<file path="config.mk">
export PLATFORM = sky130hd
export DESIGN_NAME = smcg_sleep_ctrl
export DESIGN_NICKNAME = d
export VERILOG_FILES = /design/src/smcg_pkg.sv /design/src/smcg_sync.sv /design/src/smcg_sleep_ctrl.sv
export SDC_FILE = /design/constraint.sdc
export NUM_CORES = 1
export LEC_CHECK = 0
export BUFFER_PORTS_ARGS = -buffer_cell sky130_fd_sc_hd__buf_2
export CAP_MARGIN = 25
export CORE_MARGIN = 2
export CORE_UTILIZATION = 25
export DETAILED_ROUTE_END_ITERATION = 12
export PLACE_DENSITY = 0.52
export SLEW_MARGIN = 20
export SYNTH_ARGS = -nofsm -noshare
export SYNTH_HDL_FRONTEND = slang
export SYNTH_SLANG_ARGS = --single-unit
</file>
<file path="constraint.sdc">
create_clock -name mclk -period 1.9 [get_ports mclk]
set_input_delay 0.19 -clock mclk [delete_from_list [all_inputs] [get_ports mclk]]
set_output_delay 0.19 -clock mclk [all_outputs]
set_load 0.01 [all_outputs]
</file>
<file path="src/smcg_pkg.sv">
package smcg_pkg;

    // Sleep mode choice codes (three-bit field).
    localparam logic [2:0] MODE_IDLE    = 3'h0;
    localparam logic [2:0] MODE_NOISE   = 3'h1;
    localparam logic [2:0] MODE_PDOWN   = 3'h2;
    localparam logic [2:0] MODE_STANDBY = 3'h4;

    // Field positions inside the sleep control register image.
    localparam int SE_POS      = 0;
    localparam int SM_LSB      = 1;
    // Field positions inside the peripheral clock stop register image.
    localparam int TIMER_POS   = 0;
    localparam int CONV_POS    = 1;
    localparam int SERIAL_POS  = 2;
    // Reset values.
    localparam logic [3:0] SLEEP_CTRL_RESET = 4'h0;
    localparam logic [2:0] CLK_STOP_RESET   = 3'h0;

    // Wake-up hold of the core, in main clock cycles.
    localparam int WAKE_HOLD_CYCLES = 4;
    // Oscillator start-up after power-down, in main clock cycles.
    localparam int OSC_START_CYCLES = 6;
    localparam logic [3:0] WAKE_HOLD_CNT = 4'(WAKE_HOLD_CYCLES);
    localparam logic [3:0] OSC_START_CNT = 4'(OSC_START_CYCLES);
    localparam int PIN_COUNT = 8;

    // Sleep sequencer states.
    typedef enum logic [2:0] {ST_RUN, ST_SLEEP, ST_OSC, ST_HOLD} smcg_state_t;

    // Clock domain enables toward the clock tree.
    typedef struct packed {
        logic cpu;
        logic flash;
        logic periph;
        logic conv;
        logic osc;
    } smcg_clk_t;

    // Gated per-peripheral clock enables.
    typedef struct packed {
        logic serial;
        logic conv;
        logic timer;
    } smcg_pclk_t;

    // Wake-up sources.
    typedef struct packed {
        logic watchdog;
        logic extLevel;
        logic extEdge;
        logic pinChange;
        logic convDone;
        logic otherIo;
        logic supplyMon;
    } smcg_wake_t;

endpackage

</file>
<file path="src/smcg_sync.sv">
`timescale 1ns/1ps
// Two-flop synchroniser for asynchronous wake sources.
module smcg_sync #(
    parameter int W = 1
) (
    // Clock and reset.
    input  wire logic         mclk,
    input  wire logic         rstn,
    // Data.
    input  wire logic [W-1:0] din,
    output logic      [W-1:0] dout
);

    logic [W-1:0] stage1; // First stage, read only by the second.

    // The first stage may go metastable; only the second stage is used.
    always_ff @(posedge mclk or negedge rstn) begin
        if (!rstn) begin
            stage1 <= '0;
            dout   <= '0;
        end else begin
            stage1 <= din;
            dout   <= stage1;
        end
    end

endmodule

</file>
<file path="src/smcg_sleep_ctrl.sv">
`timescale 1ns/1ps
// Contract
// Idle stops cpu and flash clocks only.
// Noise reduction also stops peripheral clock.
// Power-down stops all clocks and oscillator.
// Standby equals power-down, oscillator kept.
// Sleep only if enable set at halt.
// Hold core four cycles plus start-up.
// Register file and memory preserved.
// Reset during sleep restarts at vector.
// Deep modes wake on watchdog, level, pinchange.
// Non-idle modes ignore edge external interrupt.
// Idle/noise entry starts conversion if enabled.
// Stopped peripheral frozen, access blocked.
// Clearing stop bit resumes peripheral state.
// Stop bits act in active and idle.
// Power-down disables comparator automatically.
// Peripheral-clock-off modes disable input buffers; the code keeps the buffers of wakePinMask pins enabled.
// Watchdog and converter stay enabled in sleep.
// Converter re-enable forces extended conversion.
// Reference on when comparator or converter need.
// Input buffer off register disables buffers.
// Codes 011,101,110,111 are reserved.
// Power-down wake counts six-cycle start-up.
// Stop register: serial, converter, timer bits.
// Reserved mode at halt does not sleep.
module smcg_sleep_ctrl (
    // Clock and reset.
    input  wire logic                      mclk,
    input  wire logic                      rstn,
    // Core side.
    input  wire logic                      haltExec,
    input  wire logic                      intEnabled,
    output logic                           coreHold,
    output logic                           wakeIrq,
    // Software register images.
    input  wire logic [3:0]                sleep_control_reg,
    input  wire logic [2:0]                peripheral_clock_stop_reg,
    input  wire logic                      comparator_off_bit,
    input  wire logic                      convEnable,
    input  wire logic                      watchdogEnable,
    input  wire logic                      cmpUsesRef,
    input  wire logic [7:0]                input_buffer_off_reg,
    input  wire logic [7:0]                wakePinMask,
    // Peripheral access requests.
    input  wire logic [2:0]                periphAccessReq,
    output logic      [2:0]                periphAccessOk,
    // Wake sources from outside the clock domain.
    input  smcg_pkg::smcg_wake_t           wakeIn,
    // Clock tree and analog controls.
    output smcg_pkg::smcg_clk_t            clkEn,
    output smcg_pkg::smcg_pclk_t           pclkEn,
    output logic                           convStart,
    output logic                           convExtended,
    output logic                           convPowered,
    output logic                           comparatorOn,
    output logic                           refOn,
    output logic                           watchdogOn,
    output logic [smcg_pkg::PIN_COUNT-1:0] inputBufEn,
    output logic [2:0]                     sleepModeNow
);

    // All state of the block.
    typedef struct packed {
        smcg_pkg::smcg_state_t           st;
        logic [2:0]                      mode;
        logic [3:0]                      cnt;
        logic                            convWasOn;
        logic                            extNext;
        smcg_pkg::smcg_clk_t             clk;
        smcg_pkg::smcg_pclk_t            pclk;
        logic [2:0]                      access;
        logic                            hold;
        logic                            irq;
        logic                            cstart;
        logic                            cext;
        logic                            cpow;
        logic                            cmp;
        logic                            refPow;
        logic                            wdog;
        logic [smcg_pkg::PIN_COUNT-1:0]  bufOn;
    } smcg_state_all_t;

    smcg_state_all_t state;      // Registered state.
    smcg_state_all_t next_state; // Next value.
    smcg_pkg::smcg_wake_t wakeSync; // Synchronised wake sources.

    logic       se;        // Sleep enable bit.
    logic [2:0] smode;     // Sleep mode choice.
    logic       modeValid; // Mode is one of the four defined codes.
    logic       wakeNow;   // Wake condition for the current mode.
    logic       deep;      // Non-idle mode, from sleep entry until back in run.

    assign se    = sleep_control_reg[smcg_pkg::SE_POS];
    assign smode = sleep_control_reg[smcg_pkg::SM_LSB +: 3];

    // Asynchronous wake sources pass a two-flop synchroniser first.
    smcg_sync #(.W($bits(smcg_pkg::smcg_wake_t))) uSync (
        .mclk (mclk),
        .rstn (rstn),
        .din  (wakeIn),
        .dout (wakeSync)
    );

    // Mode decode and wake qualification.
    always_comb begin
        modeValid = (smode == smcg_pkg::MODE_IDLE) || (smode == smcg_pkg::MODE_NOISE) ||
                    (smode == smcg_pkg::MODE_PDOWN) || (smode == smcg_pkg::MODE_STANDBY);
        deep = (state.st != smcg_pkg::ST_RUN) && (state.mode != smcg_pkg::MODE_IDLE);
        wakeNow = 1'b0;
        if (state.mode == smcg_pkg::MODE_IDLE) begin
            // Idle wakes on any enabled source, edges included.
            wakeNow = wakeSync.watchdog | wakeSync.extLevel | wakeSync.extEdge |
                      wakeSync.pinChange | wakeSync.convDone | wakeSync.otherIo |
                      wakeSync.supplyMon;
        end else if (state.mode == smcg_pkg::MODE_NOISE) begin
            // Edge mode on the external line is ignored here.
            wakeNow = wakeSync.watchdog | wakeSync.extLevel | wakeSync.pinChange |
                      wakeSync.convDone | wakeSync.supplyMon;
        end else begin
            // Power-down and standby: only watchdog, level and pin change.
            wakeNow = wakeSync.watchdog | wakeSync.extLevel | wakeSync.pinChange;
        end
        wakeNow = wakeNow & intEnabled;
    end

    // Next-state logic for the sequencer and all outputs.
    always_comb begin
        next_state        = state;
        next_state.cstart = 1'b0;
        next_state.irq    = 1'b0;
        case (state.st)
            smcg_pkg::ST_RUN: begin
                next_state.hold = 1'b0;
                // Enter only with enable set and a valid mode.
                if (haltExec && se && modeValid) begin
                    next_state.st   = smcg_pkg::ST_SLEEP;
                    next_state.mode = smode;
                    next_state.hold = 1'b1;
                    // Conversion starts on idle or noise-reduction entry.
                    if (convEnable && ((smode == smcg_pkg::MODE_IDLE) ||
                                       (smode == smcg_pkg::MODE_NOISE))) begin
                        next_state.cstart = 1'b1;
                    end
                end
            end
            smcg_pkg::ST_SLEEP: begin
                if (wakeNow) begin
                    if (state.mode == smcg_pkg::MODE_PDOWN) begin
                        next_state.st  = smcg_pkg::ST_OSC;
                        next_state.cnt = smcg_pkg::OSC_START_CNT;
                    end else begin
                        next_state.st  = smcg_pkg::ST_HOLD;
                        next_state.cnt = smcg_pkg::WAKE_HOLD_CNT;
                    end
                end
            end
            smcg_pkg::ST_OSC: begin
                // Oscillator runs again; count its start-up.
                if (state.cnt == 4'h1) begin
                    next_state.st  = smcg_pkg::ST_HOLD;
                    next_state.cnt = smcg_pkg::WAKE_HOLD_CNT;
                end else begin
                    next_state.cnt = state.cnt - 4'h1;
                end
            end
            smcg_pkg::ST_HOLD: begin
                // Core held four cycles, then interrupt handler runs.
                if (state.cnt == 4'h1) begin
                    next_state.st   = smcg_pkg::ST_RUN;
                    next_state.hold = 1'b0;
                    next_state.irq  = 1'b1;
                end else begin
                    next_state.cnt = state.cnt - 4'h1;
                end
            end
            default: begin
                next_state.st = smcg_pkg::ST_RUN;
            end
        endcase

        // Clock domain enables follow the mode while asleep.
        next_state.clk = '{cpu: 1'b1, flash: 1'b1, periph: 1'b1, conv: 1'b1, osc: 1'b1};
        if (next_state.st == smcg_pkg::ST_SLEEP) begin
            next_state.clk.cpu   = 1'b0;
            next_state.clk.flash = 1'b0;
            if (next_state.mode == smcg_pkg::MODE_NOISE) begin
                next_state.clk.periph = 1'b0;
            end else if (next_state.mode == smcg_pkg::MODE_PDOWN) begin
                next_state.clk.periph = 1'b0;
                next_state.clk.conv   = 1'b0;
                next_state.clk.osc    = 1'b0;
            end else if (next_state.mode == smcg_pkg::MODE_STANDBY) begin
                next_state.clk.periph = 1'b0;
                next_state.clk.conv   = 1'b0;
            end
        end else if (next_state.st != smcg_pkg::ST_RUN) begin
            // Waking: oscillator back, core clocks still off until release.
            next_state.clk.cpu   = 1'b0;
            next_state.clk.flash = 1'b0;
        end

        // Per-peripheral clocks: stop bits gate on top of the domain clocks.
        next_state.pclk.timer  = next_state.clk.periph &
                                 ~peripheral_clock_stop_reg[smcg_pkg::TIMER_POS];
        next_state.pclk.serial = next_state.clk.periph &
                                 ~peripheral_clock_stop_reg[smcg_pkg::SERIAL_POS];
        next_state.pclk.conv   = next_state.clk.conv &
                                 ~peripheral_clock_stop_reg[smcg_pkg::CONV_POS];
        // Access to a stopped peripheral is refused; its state is only
        // frozen, never cleared, so clearing the bit resumes it.
        next_state.access = periphAccessReq & ~peripheral_clock_stop_reg;

        // Converter power is kept in every mode while enabled and its stop bit is clear.
        next_state.cpow = convEnable & ~peripheral_clock_stop_reg[smcg_pkg::CONV_POS];
        next_state.wdog = watchdogEnable;
        // After the converter is switched back on, mark next run extended.
        next_state.convWasOn = next_state.cpow;
        if (next_state.cpow && !state.convWasOn) begin
            next_state.cext = 1'b1;
        end else if (state.cstart || convStart) begin
            next_state.cext = 1'b0;
        end

        // Comparator is forced off in power-down.
        next_state.cmp = ~comparator_off_bit &
                         ~((next_state.st == smcg_pkg::ST_SLEEP) &&
                           (next_state.mode == smcg_pkg::MODE_PDOWN));
        // Reference follows its users regardless of mode.
        next_state.refPow = (next_state.cmp & cmpUsesRef) | next_state.cpow;

        // Input buffers: software disable always; non-idle sleep disable unless wake pin.
        next_state.bufOn = ~input_buffer_off_reg;
        if ((next_state.st == smcg_pkg::ST_SLEEP) &&
            (next_state.mode != smcg_pkg::MODE_IDLE)) begin
            next_state.bufOn = next_state.bufOn & wakePinMask;
        end
    end

    // State register. Reset returns to run; the core restarts from its
    // vector on the same reset, and no memory contents are touched here.
    always_ff @(posedge mclk or negedge rstn) begin
        if (!rstn) begin
            state        <= '0;
            state.st     <= smcg_pkg::ST_RUN;
            state.clk    <= '1;
            state.pclk   <= '1;
            state.cmp    <= 1'b1;
            state.bufOn  <= '1;
        end else begin
            state <= next_state;
        end
    end

    // The block never drives data stores, so register file and memory
    // keep their contents across sleep.
    assign coreHold       = state.hold;
    assign wakeIrq        = state.irq;
    assign periphAccessOk = state.access;
    assign clkEn          = state.clk;
    assign pclkEn         = state.pclk;
    assign convStart      = state.cstart;
    assign convExtended   = state.cext;
    assign convPowered    = state.cpow;
    assign comparatorOn   = state.cmp;
    assign refOn          = state.refPow;
    assign watchdogOn     = state.wdog;
    assign inputBufEn     = state.bufOn;
    assign sleepModeNow   = deep ? state.mode : state.mode;

endmodule

</file>
# [Word-level counts from Yosys, hierarchy flattened]
# Index checks and enable logic that the tools add are counted.
[classes] addsub=1 eq_ne=16 n_mux=32 bitwise_logic=26 n_reduce_logical=20
[op_table] operator="$eq A3 B1 Y1 const B" count=5
[op_table] operator="$eq A3 B2 Y1 const B" count=5
[op_table] operator="$mux W3" count=5
[op_table] operator="$mux W2" count=7
[op_table] operator="$mux W1" count=12
[op_table] operator="$mux W4" count=3
[op_table] operator="$pmux W3 S4" count=1
[op_table] operator="$pmux W4 S3" count=1
[op_table] operator="$or A1 B1 Y1" count=10
[op_table] operator="$logic_not A3 Y1" count=3
[op_table] operator="$reduce_bool A3 Y1" count=3
[op_table] operator="$and A8 B8 Y8" count=1
[op_table] operator="$mux W8" count=1
[op_table] operator="$not A8 Y8" count=1
[op_table] operator="$and A1 B1 Y1" count=7
[op_table] operator="$eq A3 B3 Y1 const B" count=2
[op_table] operator="$logic_and A1 B1 Y1" count=6
[op_table] operator="$mux W6" count=1
[op_table] operator="$ne A2 B2 Y1 const B" count=3
[op_table] operator="$not A1 Y1" count=5
[op_table] operator="$eq A4 B1 Y1 const B" count=1
[op_table] operator="$reduce_bool A2 Y1" count=2
[op_table] operator="$sub A4 B1 Y4 const B" count=1
[op_table] operator="$and A3 B3 Y3" count=1
[op_table] operator="6 further kinds" count=8
[word_totals] reg_bits=51 in_bits=41 output_inout_bits=30 wordCells=118

# [Logic depth before layout (Yosys ltp)]
# Gate-level depths: netlist of the first run.
[depth] ltp_word=16 mapped_depth=8

# [Hierarchy]
# A second synthesis of the first run with hierarchy kept.
[unflattened] cells_unflattened=195 area_unflattened_um2=2287.2
[by_module_without_submodules] mod="smcg_sleep_ctrl" n_inst=1 cells_each=181 area_each_um2=1936.9
[by_module_without_submodules] mod="smcg_sync" n_inst=1 cells_each=14 area_each_um2=350.3

# [Worst setup path after synthesis of the first run]
# No wires, ideal clock.
[synth_path] path_kind="register -> register" start="register state[29] in the netlist's numbering" end="register state (netlist bit inputBufEn[0])" arrival_ns=1.690 required_ns=1.812 slack_ns=0.122 path_stages_with_launch=7 synth_period_minus_slack_ns=1.778 path_cell_list="dfrtp_1 -> ha_1 -> and4bb_2 -> a311oi_1 -> nor3_4 -> nor3_4 -> a21oi_1"
[synth_lines] element="start: declaration" line="smcg_sleep_ctrl.sv:84" text="smcg_state_all_t state;"
[synth_lines] element="start signal: assignment" line="smcg_sleep_ctrl.sv:251" text="state <= next_state;"

==> results of run 1 <==
## cells by family (layout without fill, tap and decap cells)
group / after synthesis / after routing / share of synthesized area [%]
multiplexers: 1 / 1 / 0.449
buffers and inverters: 45 / 130 / 11.8
other: 1 / 1 / 0.168
XOR/XNOR: 4 / 4 / 1.57
AO/OA/AOI/OAI: 38 / 38 / 12.5
adder cells (fa/ha/maj): 2 / 2 / 1.12
flip-flops: 50 / 50 / 57.0
AND/OR/NAND/NOR: 53 / 53 / 15.3
## what timing repair did
action,in CTS,in global routing
endpoints found under the setup margin,9,19
pin swaps,3,5
cloned,0,0
buffers inserted,3,1
gates resized for setup,9,17
hold buffers,17,1
hold endpoints to repair,27,1
## per-layer routing
| layer | track usage [%] | share of wire, % |
|---|---|---|
| met1 | 13.0 | 43 |
| met2 | 18.4 | 51 |
| met3 | 2.91 | 5.3 |
| met4 | 1.90 | 0.39 |
| met5 | 0 | 0 |
## where the power goes
part / internal, W / switching (W) / total (W)
clock network: 0.000394 / 0.000335 / 0.000730
registers: 0.00117 / 0.0000664 / 0.00124
logic: 0.000257 / 0.000249 / 0.000506
total: 0.00182 / 0.000651 / 0.00247
## state kept, by name (all words and copies together), names as in the netlist
| signal | flops |
|---|---|
| pclkEn | 3 |
| comparatorOn | 1 |
| refOn | 1 |
| uSync.stage1 | 7 |
| sleepModeNow | 3 |
| clkEn | 4 |
| wakeIrq | 1 |
| uSync.dout | 7 |
| periphAccessOk | 3 |
| state | 7 |
| watchdogOn | 1 |
| coreHold | 1 |
| convPowered | 1 |
| convStart | 1 |
| inputBufEn | 8 |
| convExtended | 1 |
## stage by stage
| step | setup slack (ns) | hold slack (ns) |
|---|---|---|
| floorplan | 0.122 | -0.106 |
| global placement | -0.0350 | 0.186 |
| detailed placement | -0.0945 | 0.200 |
| CTS | 0.00327 | 0.00837 |
| global route | -0.0164 | 0.00109 |
| finish | 0.0872 | 0.0200 |
## placed cells by master, fill, tap and decap left out, types with 2 or more instances in the layout
master and instances:
nand3_1 2, buf_2 70, a21oi_2 7, clkbuf_1 2, a21oi_1 6, o211ai_1 2
buf_6 2, o21ai_0 4, nand2_1 7, nor2_1 13, xnor2_1 2, nor3_1 2
clkbuf_8 5, inv_1 16, nor3_4 2, dfrtp_2 4, o22ai_1 2, dfrtp_1 30
a21o_1 2, buf_4 15, nand2b_1 5, dfstp_2 16, dlygate4sd3_1 18, xor2_1 2
nor2b_1 5, a22o_1 2, or2_2 2
## area by class of cell
type | count | area, sq um | share of cell area [%]
Timing Repair Buffer | 105 | 666 | 22.0
Clock buffer | 7 | 76.3 | 2.52
Tap cell | 108 | 135 | 4.46
Sequential cell | 50 | 1280 | 42.1
Inverter | 17 | 63.8 | 2.11
Multi-Input combinational cell | 99 | 783 | 25.8
Clock inverter | 1 | 30.0 | 0.991
## how the worst max path moves through the flow
stage,from,endpoint
CTS,uSync.dout[5],state[29]
global placement,uSync.dout[5],inputBufEn[2]
detailed placement,uSync.dout[5],inputBufEn[6]
global route,state[36],inputBufEn[7]
finish,state[36],inputBufEn[5]
floorplan,state[29],inputBufEn[0]
## worst max-delay path, delay by kind of cell (launching register included)
family | cells | cell delay, ns
AO/OA/AOI/OAI | 2 | 0.50
buffers and inverters | 1 | 0.15
flip-flops | 1 | 0.50
AND/OR/NAND/NOR | 3 | 0.60
==> results.txt, run 1 <==
Status - complete, no violations
DRC - 0
Setup TNS - 0 ns
DIE AREA - 9680 sq um
Crit path max-delay cell type - dfrtp_2
Port Buf Inserts - 70
Initial antenna violation count - 0
Reg-to-reg startpoint - state[36]
Ant diodes - 0
Max_cap viols - 0
Setup violators final - 0
Post-synth top cells - 34 x dfrtp_1, 22 x buf_4, 17 x inv_1, 16 x dfstp_2
Max Buffers Root-to-Sink - 2
First-pass GRT wire length - 8.14 mm
Area of the mapped netlist - 2230 sq um
Hold path depth - 2
Final non-filler cell total - 387
Final Cycle Share - 95.4%
Setup CP Type - register to register
Routed length per instance - 12.7 microns
Mean post-synth cell area - 11.5 sq um
Clock Sink Count - 50
Final wirelength - 4.93 mm
Slowest Stage Delay on Critical Path - 0.50 ns
Slew margin rel. - 65.0%
Largest net degree at the start of global routing - 24
Worst Hold Class - input pin to register
Yosys reg bits - 50
Clock Skew - 0.00801 ns
Final hold viol count - 0
Least-Margin Pin Slew - 0.525 ns
Global route overflow - 0
Placer Congestion - 0.817
H-tree depth - 2
1st-iter DRT viols - 34
Placed inst area - 2630 sq um
Critical Path, Cell by Cell - nor4b_4 -> nand2_1 -> o32ai_2 -> nor3_4 -> buf_6 -> a21oi_2
Minimum clock period - 1.81 ns
Crit path required time - 2.14 ns
Design area - 3030 sq um
Row Count - 34
Final Max Tran Viols - 0
Asr flop ratio synth - 100%
NumNets Final - 321
First-pass iteration count of the detailed router - 4
Inst Count DP - 359
Library cells used by synthesis - 51
Vias per cell - 4.23
Max VDD drop - 0.410 mV
CP max FO - 7
Reg2reg end - inputBufEn[5]
Register area share after synthesis - 57.0%
# IOs - 71
Cells after synthesis - 194
Reg-to-reg setup timing slack - 0.09 ns
Yosys top cell by area - dfrtp_1
Final HPWL DP - 3.55 mm
Clock transition at path regs - 0.09 ns
DR vias - 1,636
Die X - 98.4 microns
Most area-consuming cells after synthesis - dfrtp_1 38%, dfstp_2 19%, buf_4 7.4%
CTS buffer count - 5
Cell depth of the worst flop-to-flop path - 6
Fmax - 552 MHz
Die height - 98.4 microns
EDFF count, synth - 0
Leakage dissipation - 1.41 nW
CP arrival - 2.05 ns
Most common cell in the netlist - dfrtp_1
Setup crit end kind - register
Initial core utilization - 25.7%
HP Start - comparator_off_bit
Share of layout cells above drive strength 1 - 51.6%
Syn_nets - 237
Core ar. - 8680 sq um
Total power - 0.00247 W
GRT Util Overall - 10.4%
Yosys warnings - 0
DRT antenna net count - 0
Startpoint Class - register
CTS tree - built
Min-Delay Endpoint - comparatorOn
Root buffer cell - clkbuf_8
Top cell type's share of synthesized area - 38.2%
Power Dens Cells - 816 nW/um^2
Core Util, Final - 34.9%
Vias in the first global route - 1,720
Filler Cells Inserted - 890
Post-synth top flop - dfrtp_1
P&R area growth vs syn - 36.0%
Worst skew pair latency - 0.30 ns
Note: power is estimated with default switching activity, not from simulation.
==> run 2, diff against run 1 <==
--- a/config.mk
+++ b/config.mk
@@ -10,7 +10,7 @@
 export CORE_MARGIN = 2
 export CORE_UTILIZATION = 25
 export DETAILED_ROUTE_END_ITERATION = 12
-export PLACE_DENSITY = 0.52
+export PLACE_DENSITY = 0.54
 export SLEW_MARGIN = 20
 export SYNTH_ARGS = -nofsm -noshare
 export SYNTH_HDL_FRONTEND = slang
==> constraint.sdc (replaced) <==
create_clock -name mclk -period 1.6 [get_ports mclk]
set_input_delay 0.16 -clock mclk [delete_from_list [all_inputs] [get_ports mclk]]
set_output_delay 0.16 -clock mclk [all_outputs]
set_load 0.01 [all_outputs]
==> run 2 against run 1 <==
The run now ends with setup timing left. Setup slack got worse by 0.30 ns. Combinational power increased by 68%. Wire length is 1.8% higher. Largest power group unchanged.
==> results.txt, run 2 (synthesized netlist as in run 1, its figures left out) <==
Status - finished, violations left
Failing checks - setup timing
Power Dens Cells - 930 nW/um^2 (+14%)
Clock Skew - 0.00458 ns (-0.00343 ns)
Slowest Stage Delay on Critical Path - 0.40 ns (-0.10 ns)
CTS tree - built
Storage element area - 1270 sq um (-0.20%)
CTS buffer count - 5 (unchanged)
Setup crit end kind - register
Vias in the first global route - 1,715 (-0.29%)
First-pass iteration count of the detailed router - 4 (unchanged)
Most common cell after layout, fill and taps aside - buf_2
Gate power share - 27.6% (+7.1 points)
Seq pwr share - 47.3% (-2.7 points)
Commonest cells after routing, fill and taps aside - 70 x buf_2, 32 x dfrtp_1, 28 x buf_4
Largest net degree at the start of global routing - 32 (+33%)
Inst Count DP - 370 (+3.1%)
Max Buffers Root-to-Sink - 2 (unchanged)
DRT antenna net count - 0 (unchanged)
Global route overflow - 0 (unchanged)
Hold slack - 0.0460 ns (+0.0260 ns)
Final hold viol count - 0 (unchanged)
Crit path max-delay cell type - or3_4
Die height - 98.4 microns (unchanged)
Row Count - 34 (unchanged)
Worst skew pair latency - 0.30 ns (about the same)
Worst Hold Class - input pin to register
Clock Sink Count - 50 (unchanged)
Internal power - 0.00218 W (+20%)
Final Cycle Share - 113% (+18 points)
NetSw - 0.000907 W (+39%)
Startpoint Class - register
Clock network power share - 25.1% (-4.4 points)
Final worst slack - -0.209 ns (-0.296 ns)
Max_cap viols - 0 (unchanged)
Crit path required time - 1.79 ns (-0.35 ns)
Filler Cells Inserted - 861 (-3.3%)
Setup violators final - 22 (+22)
1st-iter DRT viols - 52 (+53%)
Total power - 0.00309 W (+25%)
Share of layout cells above drive strength 1 - 58.0% (+6.4 points)
DIE AREA - 9680 sq um (unchanged)
Ant diodes - 0 (unchanged)
Die X - 98.4 microns (unchanged)
H-tree depth - 2 (unchanged)
Max VDD drop - 0.434 mV (+5.7%)
Minimum clock period - 1.81 ns (-0.00428 ns)
Initial antenna violation count - 0 (unchanged)
Unrepaired setup endpoints after global routing - yes
First-pass GRT wire length - 8.16 mm (+0.25%)
Routed length per instance - 12.3 microns (-3.5%)
Final Max Tran Viols - 0 (unchanged)
Final non-filler cell total - 408 (+5.4%)
GRT Util Overall - 10.4% (-0.042 points)
Initial core utilization - 25.7% (unchanged)
DR vias - 1,705 (+4.2%)
CP max FO - 6 (-1)
Final wirelength - 5.02 mm (+1.8%)
CP arrival - 2.00 ns (-0.05 ns)
Fmax - 553 MHz (+0.24%)
Setup CP Type - register to register
# IOs - 71 (unchanged)
Leakage dissipation - 1.53 nW (+8.4%)
DRC - 0 (unchanged)
Root buffer cell - clkbuf_8
Core ar. - 8680 sq um (unchanged)
P&R area growth vs syn - 49.1%
Pre-CTS setup slack - -0.229 ns (-0.134 ns)
Port Buf Inserts - 70 (unchanged)
Sw Share - 29.3% (+3.0 points)
Multi-input combinational cell area - 886 sq um (+13%)
Placer Congestion - 0.815 (-0.28%)
Final HPWL DP - 3.57 mm (+0.52%)
Vias per cell - 4.18 (-1.1%)
Critical Path, Cell by Cell - or3_4 -> a22o_1 -> or2_4 -> buf_4 -> buf_6 -> a21oi_4 -> a21oi_2
Max reg flops - 8 (unchanged)
Clock transition at path regs - 0.10 ns (about the same)
NumNets Final - 342 (+6.5%)
Setup TNS - -2.80 ns (-2.80 ns)
-- run 2: cell count changes in the layout (fill, tap and decap cells not counted), sizes merged --
cell,before,now
inv,17,18
buf,87,105
clkbuf,7,5
bufinv,1,0
dlygate4sd3,18,21
clkinv,0,2
-- run 2: power by group through the flow --
stage                     clock network, W  logic, W  registers [W]
after floorplan                          0  0.000334        0.00148
after global placement                   0  0.000620        0.00148
after detailed placement                 0  0.000627        0.00148
after CTS                         0.000822  0.000790        0.00145
after global routing              0.000866  0.000941        0.00148
final                             0.000777  0.000852        0.00146
-- run 2: what timing repair did --
item / in CTS / in global routing
endpoints found under the hold margin: 31 / 0
setup buffers: 5 / 7
resized for setup: 20 / 14
hold buffers: 21 / 0
pin swaps: 15 / 17
endpoints found under the setup margin: 23 / 25
-- run 2: final timing paths --
check | startpoint | end | slack (ns) | cells after the start
worst max-delay path | uSync.dout[6] | state[30] | -0.21 | 7
worst min-delay path | wakePinMask[2] | inputBufEn[2] | 0.05 | 3
worst max register to register | uSync.dout[6] | state[30] | -0.21 | 7
worst min register to register | uSync.stage1[3] | uSync.dout[3] | 0.36 | 0
max in group asynchronous | rstn | inputBufEn[2] | 0.67 | 3
min in group asynchronous | rstn | sleepModeNow[1] | 0.34 | 2
-- run 2: per-layer routing --
| layer | part of all wire, % | wire length [microns] | up-vias | GRT usage, % |
|---|---|---|---|---|
| met1 | 45 | 2250 | 815 | 14.1 |
| met3 | 5.0 | 252 | 2 | 2.62 |
| met2 | 50 | 2510 | 53 | 17.2 |
| li1 | - | - | 835 | - |
| met4 | 0.12 | 6 | 0 | 1.79 |
| met5 | 0 | 0 | - | 0 |
-- run 2: cell type report --
cell class                 instances  share of cell area, %
multi-input combinational         99                   26.7
inverter                          17                   1.92
sequential                        50                   38.3
tap                              108                   4.07
timing repair buffer             126                   26.1
clock buffer                       5                   2.07
clock inverter                     3                  0.866
-- run 2: stage by stage --
step	utilization [%]	cell area (sq um)
2_1_floorplan	-	2270
3_3_place_gp	32.0	2780
3_5_place_dp	32.0	2780
4_1_cts	37.0	3210
5_1_grt	38.3	3320
6_report	38.3	3320
-- run 2: critical path: cells and delay by family (launching register included) --
kind	cells	cell delay, ns
AND/OR/NAND/NOR	2	0.69
AO/OA/AOI/OAI	3	0.39
flip-flops	1	0.37
buffers and inverters	2	0.26
==> run 3, diff against run 2 <==
--- a/config.mk
+++ b/config.mk
@@ -6,11 +6,11 @@
 export NUM_CORES = 1
 export LEC_CHECK = 0
 export BUFFER_PORTS_ARGS = -buffer_cell sky130_fd_sc_hd__buf_2
-export CAP_MARGIN = 25
 export CORE_MARGIN = 2
 export CORE_UTILIZATION = 25
 export DETAILED_ROUTE_END_ITERATION = 12
 export PLACE_DENSITY = 0.54
+export RECOVER_POWER = 25
 export SLEW_MARGIN = 20
 export SYNTH_ARGS = -nofsm -noshare
 export SYNTH_HDL_FRONTEND = slang
==> run 3 against run 2 <==
The flow still finishes with violations (setup timing). Global-route usage unchanged. Wire length about the same. Utilization about the same. Clock power about the same. Cell area about the same. Combinational power about the same. Non-clock buffer count unchanged.
==> results.txt, run 3 (synthesized netlist as in run 1, its figures left out) <==
Placer Congestion - 0.815 (unchanged)
Max Buffers Root-to-Sink - 2 (unchanged)
Routed length per instance - 12.3 microns (about the same)
Least-Margin Pin Slew - 0.549 ns
Port Buf Inserts - 70 (unchanged)
Status - finished, violations left
Global route overflow - 0 (unchanged)
Vias in the first global route - 1,715 (unchanged)
DRT antenna net count - 0 (unchanged)
Filler Cells Inserted - 863 (+0.23%)
NumNets Final - 342 (unchanged)
Max VDD drop - 0.433 mV (about the same)
Setup TNS - -2.80 ns (-0.00346 ns)
First-pass iteration count of the detailed router - 4 (unchanged)
Setup crit end kind - register
Final Cycle Share - 113% (unchanged)
Pre-CTS setup slack - -0.229 ns (unchanged)
Max_cap viols - 0 (unchanged)
CTS buffer count - 5 (unchanged)
Leakage dissipation - 1.52 nW (-0.35%)
Die height - 98.4 microns (unchanged)
Final Max Tran Viols - 0 (unchanged)
Most common cell after layout, fill and taps aside - buf_2
Max reg flops - 8 (unchanged)
Startpoint Class - register
Share of layout cells above drive strength 1 - 57.3% (-0.67 points)
Failing checks - setup timing
Final wirelength - 5.02 mm (about the same)
CP arrival - 2.00 ns (about the same)
Die X - 98.4 microns (unchanged)
P&R area growth vs syn - 49.0% (about the same)
GRT Util Overall - 10.4% (unchanged)
Minimum clock period - 1.81 ns (unchanged)
First-pass GRT wire length - 8.16 mm (unchanged)
Root buffer cell - clkbuf_8
Row Count - 34 (unchanged)
Clock Sink Count - 50 (unchanged)
Ant diodes - 0 (unchanged)
DIE AREA - 9680 sq um (unchanged)
Core ar. - 8680 sq um (unchanged)
H-tree depth - 2 (unchanged)
Clock Skew - 0.00437 ns (-0.000213 ns)
1st-iter DRT viols - 52 (unchanged)
Largest net degree at the start of global routing - 32 (unchanged)
Crit path required time - 1.79 ns (about the same)
Initial antenna violation count - 0 (unchanged)
Power Dens Cells - 931 nW/um^2 (about the same)
Fmax - 553 MHz (unchanged)
CTS tree - built
Commonest cells after routing, fill and taps aside - 67 x buf_2, 32 x dfrtp_1, 28 x buf_4
Worst skew pair latency - 0.30 ns (about the same)
Initial core utilization - 25.7% (unchanged)
DRC - 0 (unchanged)
Final hold viol count - 0 (unchanged)
Final HPWL DP - 3.57 mm (unchanged)
Setup CP Type - register to register
Final worst slack - -0.209 ns (unchanged)
Clock transition at path regs - 0.10 ns (about the same)
Setup violators final - 22 (unchanged)
Unrepaired setup endpoints after global routing - yes
Slew margin rel. - 63.4%
# IOs - 71 (unchanged)
Worst Hold Class - input pin to register
CP max FO - 6 (unchanged)
Vias per cell - 4.17 (-0.12%)
Total power - 0.00309 W (about the same)
DR vias - 1,703 (-0.12%)
-- run 3: changes by cell type in the layout (fill, tap and decap cells not counted), sizes merged --
cell | previous run | this run
buf | 105 | 102
clkbuf | 5 | 8
-- run 3: metal layers --
metal	vias up	share of wire (%)	track usage [%]
met5	-	0	0
met4	0	0.12	1.79
met3	2	5.0	2.62
met2	53	50	17.2
met1	813	45	14.1
li1	835	-	-
-- run 3: where the power goes --
part / total, W / internal, W / switching [W]
combinational: 0.000852 / 0.000469 / 0.000382
clock: 0.000776 / 0.000325 / 0.000452
sequential: 0.00146 / 0.00139 / 0.0000721
total: 0.00309 / 0.00218 / 0.000907
-- run 3: timing repair --
action,in CTS,in global routing
resized for setup,20,14
endpoints found under the hold margin,31,0
pin swaps,15,17
hold buffers,21,0
endpoints found under the setup margin,23,25
buffers inserted,5,7
-- run 3: path summary, 6_finish.rpt --
path / startpoint / endpoint / slack (ns) / depth (start not counted)
hold / removal: wakePinMask[2] / inputBufEn[2] / 0.05 / 3
setup / recovery: uSync.dout[6] / state[30] / -0.21 / 7
setup reg to reg: uSync.dout[6] / state[30] / -0.21 / 7
max in group asynchronous: rstn / inputBufEn[2] / 0.63 / 3
hold reg to reg: uSync.stage1[3] / uSync.dout[3] / 0.36 / 0
min in group asynchronous: rstn / sleepModeNow[1] / 0.36 / 2
-- run 3: area by class of cell --
class	count	area, sq um	share of cell area (%)
clock buffers	5	68.8	2.07
clock inverters	3	28.8	0.867
inverters	17	63.8	1.92
multi-input cells	99	886	26.7
flip-flops and latches	50	1270	38.4
well taps	108	135	4.07
repair buffers	126	865	26.0
-- run 3: worst max-delay path, cell delays in order (launching register included) --
cell	delay, ns
dfrtp_1	0.37
or3_4	0.40
a22o_1	0.21
or2_4	0.29
buf_4	0.15
buf_6	0.11
a21oi_4	0.13
a21oi_2	0.05
-- run 3: stage by stage --
stage | cell area, sq um | hold WS [ns] | cells | utilization (%)
detailed placement | 2780 | 0.170 | 370 | 32.0
global route | 3320 | 0.0333 | 408 | 38.3
CTS | 3210 | 0.0317 | 404 | 37.0
floorplan | 2270 | -0.136 | 194 | -
finish | 3320 | 0.0460 | 408 | 38.3
global placement | 2780 | 0.162 | 370 | 32.0
